`config.mk`:
```
export PLATFORM = sky130hd
export DESIGN_NAME = cpt_top
export DESIGN_NICKNAME = d
export VERILOG_FILES = /design/src/cpt_pkg.sv /design/src/cpt_prbs_lane.sv /design/src/cpt_top.sv
export SDC_FILE = /design/constraint.sdc
export NUM_CORES = 1
export LEC_CHECK = 0
export BUFFER_PORTS_ARGS = -buffer_cell sky130_fd_sc_hd__buf_2
export CAP_MARGIN = 20
export CORE_UTILIZATION = 35
export CTS_BUF_LIST = sky130_fd_sc_hd__clkbuf_16
export DETAILED_ROUTE_END_ITERATION = 7
export PLACE_DENSITY_LB_ADDON = 0.3
export REMOVE_ABC_BUFFERS = 1
export SLEW_MARGIN = 0
export SYNTH_ARGS = -nofsm -noshare
export SYNTH_HDL_FRONTEND = slang
export SYNTH_SLANG_ARGS = --single-unit
```
`constraint.sdc`:
```
create_clock -name clk -period 2.5 [get_ports clk]
set_input_delay 0.5 -clock clk [delete_from_list [all_inputs] [get_ports clk]]
set_output_delay 0.5 -clock clk [all_outputs]
set_load 0.05 [all_outputs]
```
`src/cpt_pkg.sv`:
```
// Constants, decode helpers and types for the channel pattern test block
// Functional notes
// - Three 8-bit channel control registers, fixed addresses
// - Enable bit one starts generator and checker
// - Enable bit zero stops both; resets zero
// - DS3 or STS-1 rate sends 2^15-1 sequence
// - E3 rate sends 2^23-1 sequence
// - Checker hunts received data for matching sequence
// - Test mode replaces system transmit data
// - Single rail: negative output flags errors
// - Pattern test only in host register mode
// - Loop select bits choose loop-back mode
// - Rate bit two selects E3, bit one picks
package cpt_pkg;

  // ************************************************
  // Register map
  // ************************************************
  localparam int         ADDR_W     = 8;
  localparam int         DATA_W     = 8;
  localparam int         NUM_CH     = 3;
  localparam logic [7:0] CH0_CTRL   = 8'h06;
  localparam logic [7:0] CH1_CTRL   = 8'h0E;
  localparam logic [7:0] CH2_CTRL   = 8'h16;
  localparam logic [7:0] IRQ_STAT   = 8'h20;
  localparam logic [7:0] IRQ_MASK   = 8'h21;
  localparam logic [7:0] LOCK_STAT  = 8'h22;
  localparam logic [7:0] CTRL_RST   = 8'h00;
  localparam logic [7:0] CTRL_WMASK = 8'h3F;
  localparam logic [5:0] STAT_RST   = 6'h00;
  localparam logic [1:0] CH_NONE    = 2'h3;

  // ************************************************
  // Control field positions
  // ************************************************
  localparam int BIT_RAIL = 0;
  localparam int BIT_STS  = 1;
  localparam int BIT_E3   = 2;
  localparam int BIT_LLB  = 3;
  localparam int BIT_RLB  = 4;
  localparam int BIT_PRBS = 5;

  // ************************************************
  // Sequence generator and checker
  // ************************************************
  localparam int          LFSR_W   = 23;
  localparam logic [22:0] LFSR_SEED = 23'h7F_FFFF;
  localparam int          TAP_S_A  = 14;
  localparam int          TAP_S_B  = 13;
  localparam int          TAP_E_A  = 22;
  localparam int          TAP_E_B  = 17;
  // Run length must exceed the register fill so garbage cannot lock
  localparam logic [5:0]  SYNC_RUN = 6'h30;

  typedef enum logic [1:0] {
    LOOP_NONE    = 2'b00,
    LOOP_REMOTE  = 2'b01,
    LOOP_ANALOG  = 2'b10,
    LOOP_DIGITAL = 2'b11
  } cpt_loop_e;

  typedef enum logic {
    CHK_HUNT = 1'b0,
    CHK_SYNC = 1'b1
  } cpt_chk_e;

  function automatic logic prbs_fb(input logic [22:0] sr,
                                   input logic        euro);
    prbs_fb = euro ? (sr[TAP_E_A] ^ sr[TAP_E_B])
                   : (sr[TAP_S_A] ^ sr[TAP_S_B]);
  endfunction

  function automatic logic [1:0] chan_of(input logic [7:0] a);
    case (a)
      CH0_CTRL: chan_of = 2'h0;
      CH1_CTRL: chan_of = 2'h1;
      CH2_CTRL: chan_of = 2'h2;
      default:  chan_of = CH_NONE;
    endcase
  endfunction

  function automatic cpt_loop_e loop_of(input logic [7:0] c);
    loop_of = cpt_loop_e'({c[BIT_LLB], c[BIT_RLB]});
  endfunction

endpackage

```
`src/cpt_prbs_lane.sv`:
```
// One channel of pattern generator and self-synchronising checker
`timescale 1ns/1ps
module cpt_prbs_lane (
  input  wire logic clk,
  input  wire logic rst_b,
  input  wire logic enable,
  input  wire logic euro,
  input  wire logic rx_bit,
  output logic      tx_bit,
  output logic      err,
  output logic      sync_gain,
  output logic      locked
);

  logic [22:0]     gen_sr;
  logic [22:0]     chk_sr;
  logic [5:0]      run;
  cpt_pkg::cpt_chk_e state;
  logic            gen_fb;
  logic            mis;

  assign gen_fb = cpt_pkg::prbs_fb(gen_sr, euro);
  assign mis    = rx_bit ^ cpt_pkg::prbs_fb(chk_sr, euro);
  assign locked = (state == cpt_pkg::CHK_SYNC);

  // ************************************************
  // Generator
  // ************************************************
  always_ff @(posedge clk) begin
    if (!rst_b || !enable) begin
      gen_sr <= cpt_pkg::LFSR_SEED;
      tx_bit <= 1'b0;
    end else begin
      gen_sr <= {gen_sr[21:0], gen_fb};
      tx_bit <= gen_fb;
    end
  end

  // ************************************************
  // Checker
  // ************************************************
  always_ff @(posedge clk) begin
    if (!rst_b || !enable) begin
      chk_sr    <= cpt_pkg::LFSR_SEED;
      run       <= 6'h00;
      state     <= cpt_pkg::CHK_HUNT;
      err       <= 1'b0;
      sync_gain <= 1'b0;
    end else begin
      chk_sr    <= {chk_sr[21:0], rx_bit};
      err       <= 1'b0;
      sync_gain <= 1'b0;
      case (state)
        cpt_pkg::CHK_HUNT: begin
          if (mis) begin
            run <= 6'h00;
          end else if (run == cpt_pkg::SYNC_RUN - 6'h01) begin
            state     <= cpt_pkg::CHK_SYNC;
            sync_gain <= 1'b1;
          end else begin
            run <= run + 6'h01;
          end
        end
        cpt_pkg::CHK_SYNC: begin
          err <= mis;
        end
        default: begin
          state <= cpt_pkg::CHK_HUNT;
        end
      endcase
    end
  end

  chk_gen_step: assert property (@(posedge clk) disable iff (!rst_b)
    enable && $past(enable) |->
      tx_bit == cpt_pkg::prbs_fb($past(gen_sr), $past(euro)))
    else $error("generator step wrong");

  chk_err_synced: assert property (@(posedge clk) disable iff (!rst_b)
    err |-> $past(state) == cpt_pkg::CHK_SYNC && $past(mis))
    else $error("error pulse outside sync");

  chk_off_quiet: assert property (@(posedge clk) disable iff (!rst_b)
    !$past(enable) |-> !tx_bit && !err && !locked)
    else $error("lane active while disabled");

endmodule // cpt_prbs_lane

```
`src/cpt_top.sv`:
```
// Channel control registers and pattern test datapath, three channels
//
// Added by the designer: the plain strobed port.
`timescale 1ns/1ps
module cpt_top (
  input  wire logic       clk,
  input  wire logic       rst_b,
  input  wire logic [7:0] addr,
  input  wire logic [7:0] wr_data,
  input  wire logic       wr_en,
  input  wire logic       rd_en,
  output logic      [7:0] rd_data,
  input  wire logic       host_mode,
  input  wire logic [2:0] tx_positive_data_in,
  input  wire logic [2:0] tx_negative_data_in,
  input  wire logic [2:0] rx_pos_in,
  input  wire logic [2:0] rx_neg_in,
  output logic      [2:0] line_pos_out,
  output logic      [2:0] line_neg_out,
  output logic      [2:0] rx_pos_out,
  output logic      [2:0] rx_negative_or_error_out,
  output logic            irq
);

  // ************************************************
  // Declarations
  // ************************************************
  logic [7:0] ctrl [cpt_pkg::NUM_CH];
  logic [5:0] stat;
  logic [5:0] mask;
  logic [5:0] next_stat;

  logic [2:0] txp_m;
  logic [2:0] txp_q;
  logic [2:0] txn_m;
  logic [2:0] txn_q;
  logic [2:0] rxp_m;
  logic [2:0] rxp_q;
  logic [2:0] rxn_m;
  logic [2:0] rxn_q;
  logic       host_m;
  logic       host_q;

  wire  [2:0] en_f;
  wire  [2:0] rail_f;
  wire  [2:0] e3_f;
  wire  [2:0] rem_f;
  wire  [2:0] loc_f;
  wire  [2:0] gen_bit;
  wire  [2:0] lane_err;
  wire  [2:0] lane_gain;
  wire  [2:0] lane_lock;

  logic [2:0] act;
  logic [2:0] src_p;
  logic [2:0] src_n;
  logic [2:0] rx_p;
  logic [2:0] rx_n;
  logic [1:0] rd_ch;

  // ************************************************
  // Pin synchronisers
  // ************************************************
  always_ff @(posedge clk) begin
    if (!rst_b) begin
      txp_m  <= 3'h0;
      txp_q  <= 3'h0;
      txn_m  <= 3'h0;
      txn_q  <= 3'h0;
      rxp_m  <= 3'h0;
      rxp_q  <= 3'h0;
      rxn_m  <= 3'h0;
      rxn_q  <= 3'h0;
      host_m <= 1'b0;
      host_q <= 1'b0;
    end else begin
      txp_m  <= tx_positive_data_in;
      txp_q  <= txp_m;
      txn_m  <= tx_negative_data_in;
      txn_q  <= txn_m;
      rxp_m  <= rx_pos_in;
      rxp_q  <= rxp_m;
      rxn_m  <= rx_neg_in;
      rxn_q  <= rxn_m;
      host_m <= host_mode;
      host_q <= host_m;
    end
  end

  // ************************************************
  // Control registers
  // ************************************************
  always_ff @(posedge clk) begin
    if (!rst_b) begin
      for (int i = 0; i < cpt_pkg::NUM_CH; i++) begin
        ctrl[i] <= cpt_pkg::CTRL_RST;
      end
    end else begin
      for (int i = 0; i < cpt_pkg::NUM_CH; i++) begin
        // Unused top bits are never stored
        if (wr_en && cpt_pkg::chan_of(addr) == 2'(i)) begin
          ctrl[i] <= wr_data & cpt_pkg::CTRL_WMASK;
        end
      end
    end
  end

  // ************************************************
  // Per-channel fields and pattern lanes
  // ************************************************
  for (genvar g = 0; g < cpt_pkg::NUM_CH; g++) begin : g_ch
    assign en_f[g]   = ctrl[g][cpt_pkg::BIT_PRBS];
    assign rail_f[g] = ctrl[g][cpt_pkg::BIT_RAIL];
    assign e3_f[g]   = ctrl[g][cpt_pkg::BIT_E3];
    assign rem_f[g]  = cpt_pkg::loop_of(ctrl[g]) ==
                       cpt_pkg::LOOP_REMOTE;
    assign loc_f[g]  = ctrl[g][cpt_pkg::BIT_LLB];

    cpt_prbs_lane u_lane (
      .clk       (clk),
      .rst_b     (rst_b),
      .enable    (act[g]),
      .euro      (e3_f[g]),
      .rx_bit    (rx_p[g]),
      .tx_bit    (gen_bit[g]),
      .err       (lane_err[g]),
      .sync_gain (lane_gain[g]),
      .locked    (lane_lock[g])
    );
  end

  // ************************************************
  // Datapath selection
  // ************************************************
  always_comb begin
    // Strap mode still stores register writes, but runs no test
    act   = en_f & {3{host_q}};
    src_p = (act & gen_bit) | (~act & txp_q);
    src_n = ~act & txn_q;
    // Both local loops feed transmit back inward
    rx_p  = (loc_f & src_p) | (~loc_f & rxp_q);
    rx_n  = (loc_f & src_n) | (~loc_f & rxn_q);
  end

  always_ff @(posedge clk) begin
    if (!rst_b) begin
      line_pos_out             <= 3'h0;
      line_neg_out             <= 3'h0;
      rx_pos_out               <= 3'h0;
      rx_negative_or_error_out <= 3'h0;
    end else begin
      line_pos_out <= (rem_f & rxp_q) | (~rem_f & src_p);
      line_neg_out <= (rem_f & rxn_q) | (~rem_f & src_n);
      rx_pos_out   <= rx_p;
      // Errors are only pulses; counting is left outside
      rx_negative_or_error_out <= (~rail_f & act & lane_err) |
                                  (rail_f & rx_n);
    end
  end

  // ************************************************
  // Interrupt status and mask
  // ************************************************
  always_comb begin
    next_stat = stat;
    if (wr_en && addr == cpt_pkg::IRQ_STAT) begin
      next_stat = stat & ~wr_data[5:0];
    end
    // Set after clear so a same-cycle event survives
    next_stat = next_stat | {lane_gain, lane_err & act};
  end

  always_ff @(posedge clk) begin
    if (!rst_b) begin
      stat <= cpt_pkg::STAT_RST;
    end else begin
      stat <= next_stat;
    end
  end

  always_ff @(posedge clk) begin
    if (!rst_b) begin
      mask <= cpt_pkg::STAT_RST;
    end else if (wr_en && addr == cpt_pkg::IRQ_MASK) begin
      mask <= wr_data[5:0];
    end
  end

  always_ff @(posedge clk) begin
    if (!rst_b) begin
      irq <= 1'b0;
    end else begin
      irq <= |(next_stat & mask);
    end
  end

  // ************************************************
  // Read port
  // ************************************************
  assign rd_ch = cpt_pkg::chan_of(addr);

  always_ff @(posedge clk) begin
    if (!rst_b || !rd_en) begin
      rd_data <= 8'h00;
    end else if (rd_ch != cpt_pkg::CH_NONE) begin
      rd_data <= ctrl[rd_ch];
    end else begin
      case (addr)
        cpt_pkg::IRQ_STAT:  rd_data <= {2'h0, stat};
        cpt_pkg::IRQ_MASK:  rd_data <= {2'h0, mask};
        cpt_pkg::LOCK_STAT: rd_data <= {5'h00, lane_lock};
        default:            rd_data <= 8'h00;
      endcase
    end
  end

  // ************************************************
  // Checks
  // ************************************************
  chk_ctrl_write: assert property (@(posedge clk) disable iff (!rst_b)
    wr_en && addr == cpt_pkg::CH1_CTRL |=>
      ctrl[1] == ($past(wr_data) & cpt_pkg::CTRL_WMASK))
    else $error("channel control write lost");

  chk_tx_override: assert property (@(posedge clk) disable iff (!rst_b)
    act[0] && !rem_f[0] |=>
      line_pos_out[0] == $past(gen_bit[0]) && !line_neg_out[0])
    else $error("system data not replaced");

  chk_tx_pass: assert property (@(posedge clk) disable iff (!rst_b)
    !en_f[0] && !rem_f[0] |=>
      line_pos_out[0] == $past(txp_q[0]))
    else $error("system data not passed");

  chk_err_pin: assert property (@(posedge clk) disable iff (!rst_b)
    act[2] && !rail_f[2] |=>
      rx_negative_or_error_out[2] == $past(lane_err[2]))
    else $error("error pin not following checker");

  chk_strap_gate: assert property (@(posedge clk) disable iff (!rst_b)
    !host_q && !rail_f[1] |=> !rx_negative_or_error_out[1])
    else $error("test active in strap mode");

  chk_remote_loop: assert property (@(posedge clk) disable iff (!rst_b)
    rem_f[0] |=> line_pos_out[0] == $past(rxp_q[0]))
    else $error("remote loop not applied");

  chk_rd_pulse: assert property (@(posedge clk) disable iff (!rst_b)
    !rd_en |=> rd_data == 8'h00)
    else $error("read data outside its cycle");

  chk_irq_level: assert property (@(posedge clk) disable iff (!rst_b)
    ##1 irq == |($past(next_stat) & $past(mask)))
    else $error("interrupt level wrong");

endmodule // cpt_top

```
==> results.json <==
{
  "finalMaxSlewViolations": 0,
  "vdd_drop_max_mv": 0.607,
  "rr_worst_depth": 4,
  "outcome": "complete, no violations",
  "holdCritPathClass": "input port to register",
  "yosys.area_share.xor_xnor_pct": 1.88,
  "syn_area_per_cell_um2": 11.0,
  "wl_um": 15200,
  "drive_gt1_share_pct": 27.8,
  "finalHoldViolations": 0,
  "grt_max_degree": 47,
  "switching_share_pct": 21.2,
  "clk_path_buf_depth": 3,
  "rr_startpoint": "host_q",
  "rows": 55,
  "netlist_instances": 746,
  "powerDensity_mw_per_mm2": 813,
  "syn_area_mm2": 0.00820,
  "p_seq_share_pct": 51.1,
  "critical_path_class": "register to register",
  "synthMuxAreaShare_pct": 1.14,
  "pre_cts_slack_ns": 0.309,
  "drcViolationCount": 0,
  "fin_cells": 1133,
  "nets": 838,
  "post_cts_buffers": 0,
  "post-dp-hpwl_um": 10200,
  "synth_seq_cells": 243,
  "yosysMostFrequentCell": "dfxtp_1",
  "slew_headroom_pct": 54.7,
  "port-buffer-count": 49,
  "setup_violations": 0,
  "worst-path-stages": 4,
  "root_buffer": "clkbuf_16",
  "synth_top_area_share_pct": 54.9,
  "placed_cells": 1087,
  "synthDistinctLibCells": 54,
  "synth_top_family_by_area": "simple AND/OR/NAND/NOR gates",
  "yosys.area_share.simple_pct": 23.7,
  "path_buf_inv": 0,
  "synthFlopType": "dfxtp_1",
  "drv_cap": 0,
  "worst-slew-pin-transition_ns": 0.678,
  "path_cells": "nand3_1 -> or4_1 -> a21oi_1 -> a31o_2",
  "routed_via_density": 4.56,
  "ys_warn_count": 0,
  "num_vias": 5164,
  "cts_tree": "yes",
  "clk_latency_ns": 0.52,
  "synth_area_leader_cell": "dfxtp_1",
  "cp.required_ns": 2.96,
  "cts_sinks": 243,
  "synth.area.top_cells": "dfxtp_1 55%, or2_2 6.9%, edfxtp_1 6.6%, nand2b_1 4.2%, and2_1 2.7%",
  "cp_top_family": "simple AND/OR/NAND/NOR gates",
  "slowest_delay_ns": 0.75,
  "max_freq_mhz": 471,
  "critPathMaxFanout": 16,
  "grt.overflow.total": 0,
  "fp.dieArea_mm2": 0.0240,
  "layout_min_cycle_time_ns": 2.12,
  "fin_skew_ns": 0.0142,
  "antenna_found_initial": 2,
  "timing.hold.ws_ns": 0.183,
  "seq_area_frac_synth_pct": 61.5,
  "p_switching_mw": 1.66,
  "fin_util_pct": 42.2,
  "timing.rr.end": "g_ch[2].u_lane.run[5]",
  "wire_per_inst_um": 13.4,
  "synth_compound_area_share_pct": 8.94,
  "endpoint": "g_ch[2].u_lane.run[5]",
  "cts_hold_buf": 0,
  "start_util_pct": 36.0,
  "cp.arrival_ns": 2.58,
  "cp-start-kind": "register",
  "die_w_um": 155,
  "cts_inserted_buffers": 26,
  "io_pins": 54,
  "rrSetupSlack_ns": 0.38,
  "finalCritPeriodShare_pct": 84.9,
  "critPathCaptureType": "register",
  "fin_ws_ns": 0.378,
  "cts_resized": 0,
  "p_int_mw": 6.16,
  "clock_power_share_pct": 45.7,
  "p_leak_nw": 3.50,
  "synth_edf_count": 18,
  "async_reset_ff_share_pct": 0,
  "grt_setup_unrepaired": "no",
  "crit_path_top_delay_cell": "dfxtp_1",
  "grtUsageTotal_pct": 12.8,
  "grt_pass1_wl_um": 24700,
  "dr.pass1.iters": 4,
  "gp_congestion": 0.810,
  "antenna_left": 0,
  "power_mw": 7.82,
  "path_clk_slew_ns": 0.06,
  "die_h_um": 155,
  "grt_pass1_vias": 4841,
  "area_growth_pct": 17.3,
  "h-tree-depth": 1,
  "critPathLaunch": "host_q",
  "combinationalPowerShare_pct": 3.1,
  "core_region_area_mm2": 0.0228,
  "synth_fa_ha_area_share_pct": 0.458,
  "synth_top_cells_by_count": "225 x dfxtp_1, 91 x or2_2, 55 x nand2b_1, 39 x nand3_1, 37 x nor2_1",
  "drt_first_iter_violations": 321
}
worst min-delay path by stage:
stage | startpoint | cells after the start | end
global route | rx_neg_in[2] | 2 | rxn_m[2]
floorplan | g_ch[1].u_lane.chk_sr[9] | 1 | g_ch[1].u_lane.chk_sr[10]
CTS | rx_pos_in[0] | 2 | rxp_m[0]
global placement | g_ch[1].u_lane.gen_sr[8] | 1 | g_ch[1].u_lane.gen_sr[9]
detailed placement | g_ch[1].u_lane.chk_sr[8] | 1 | g_ch[1].u_lane.chk_sr[9]
finish | rx_neg_in[2] | 2 | rxn_m[2]
metal layers:
layer  global-route usage (%)  wire (µm)
met3                     3.01        877
met2                     21.3       7010
met5                        0          0
met1                     16.6       6990
met4                     3.58        321
sequential cells by signal, summed over array words and instances, names as in the netlist, 6 cells and up:
name                count
g_ch.u_lane.chk_sr     69
g_ch.u_lane.gen_sr     69
ctrl                   18
g_ch.u_lane.run        18
mask                    6
rd_data                 6
stat                    6
cell type report:
class                      instances  area [µm²]
clock buffer                      28         701
clock inverter                    15         106
timing repair buffer              63         363
fill                            2196       13200
sequential                       243        5040
multi-input combinational        461        2980
tap                              313         392
inverter                           7        26.3
antenna                            3        7.51
cells by family after synthesis:
kind of cell / after synthesis
other: 1
and+or+nand+nor: 333
AOI/OAI and AO/OA: 99
muxes: 9
buffers and inverters: 43
adders and majority gates: 3
xor gates and xnor gates: 15
DFF: 243
power by group through the flow:
stage          logic (mW)  registers [mW]  clock network (mW)
2_1_floorplan       0.110            4.10                   0
3_3_place_gp        0.248            4.08                   0
3_5_place_dp        0.248            4.08                   0
4_1_cts             0.249            4.00                3.69
5_1_grt             0.268            4.00                3.86
6_report            0.245            4.00                3.58
worst register-to-register path: cells and delay by family, from the launching register on:
family | cells | cell delay (ns)
AND/OR/NAND/NOR | 2 | 1.04
flip-flops | 1 | 0.75
AO/OA/AOI/OAI | 2 | 0.27
metrics by stage:
| stage | area [µm²] | TNS (ns) |
|---|---|---|
| 2_1_floorplan | 8040 | -19.68 |
| 3_5_place_dp | 8800 | 0 |
| 4_1_cts | 9610 | 0 |
| 6_report | 9620 | 0 |
| 5_1_grt | 9610 | 0 |
| 3_3_place_gp | 8800 | 0 |
cell usage in the layout (no fill, tap or decap), types with 7 or more instances in the layout:
cell,count
xor2_1,9
a31o_2,12
buf_2,49
a21oi_1,35
nand3_1,39
inv_1,9
and2_1,36
nand2b_1,55
buf_4,13
nor2_1,36
o21ai_0,7
or2_2,91
nand2_1,30
dfxtp_1,225
clkbuf_16,28
edfxtp_1,18
Note: power is estimated with default switching activity, not from simulation.
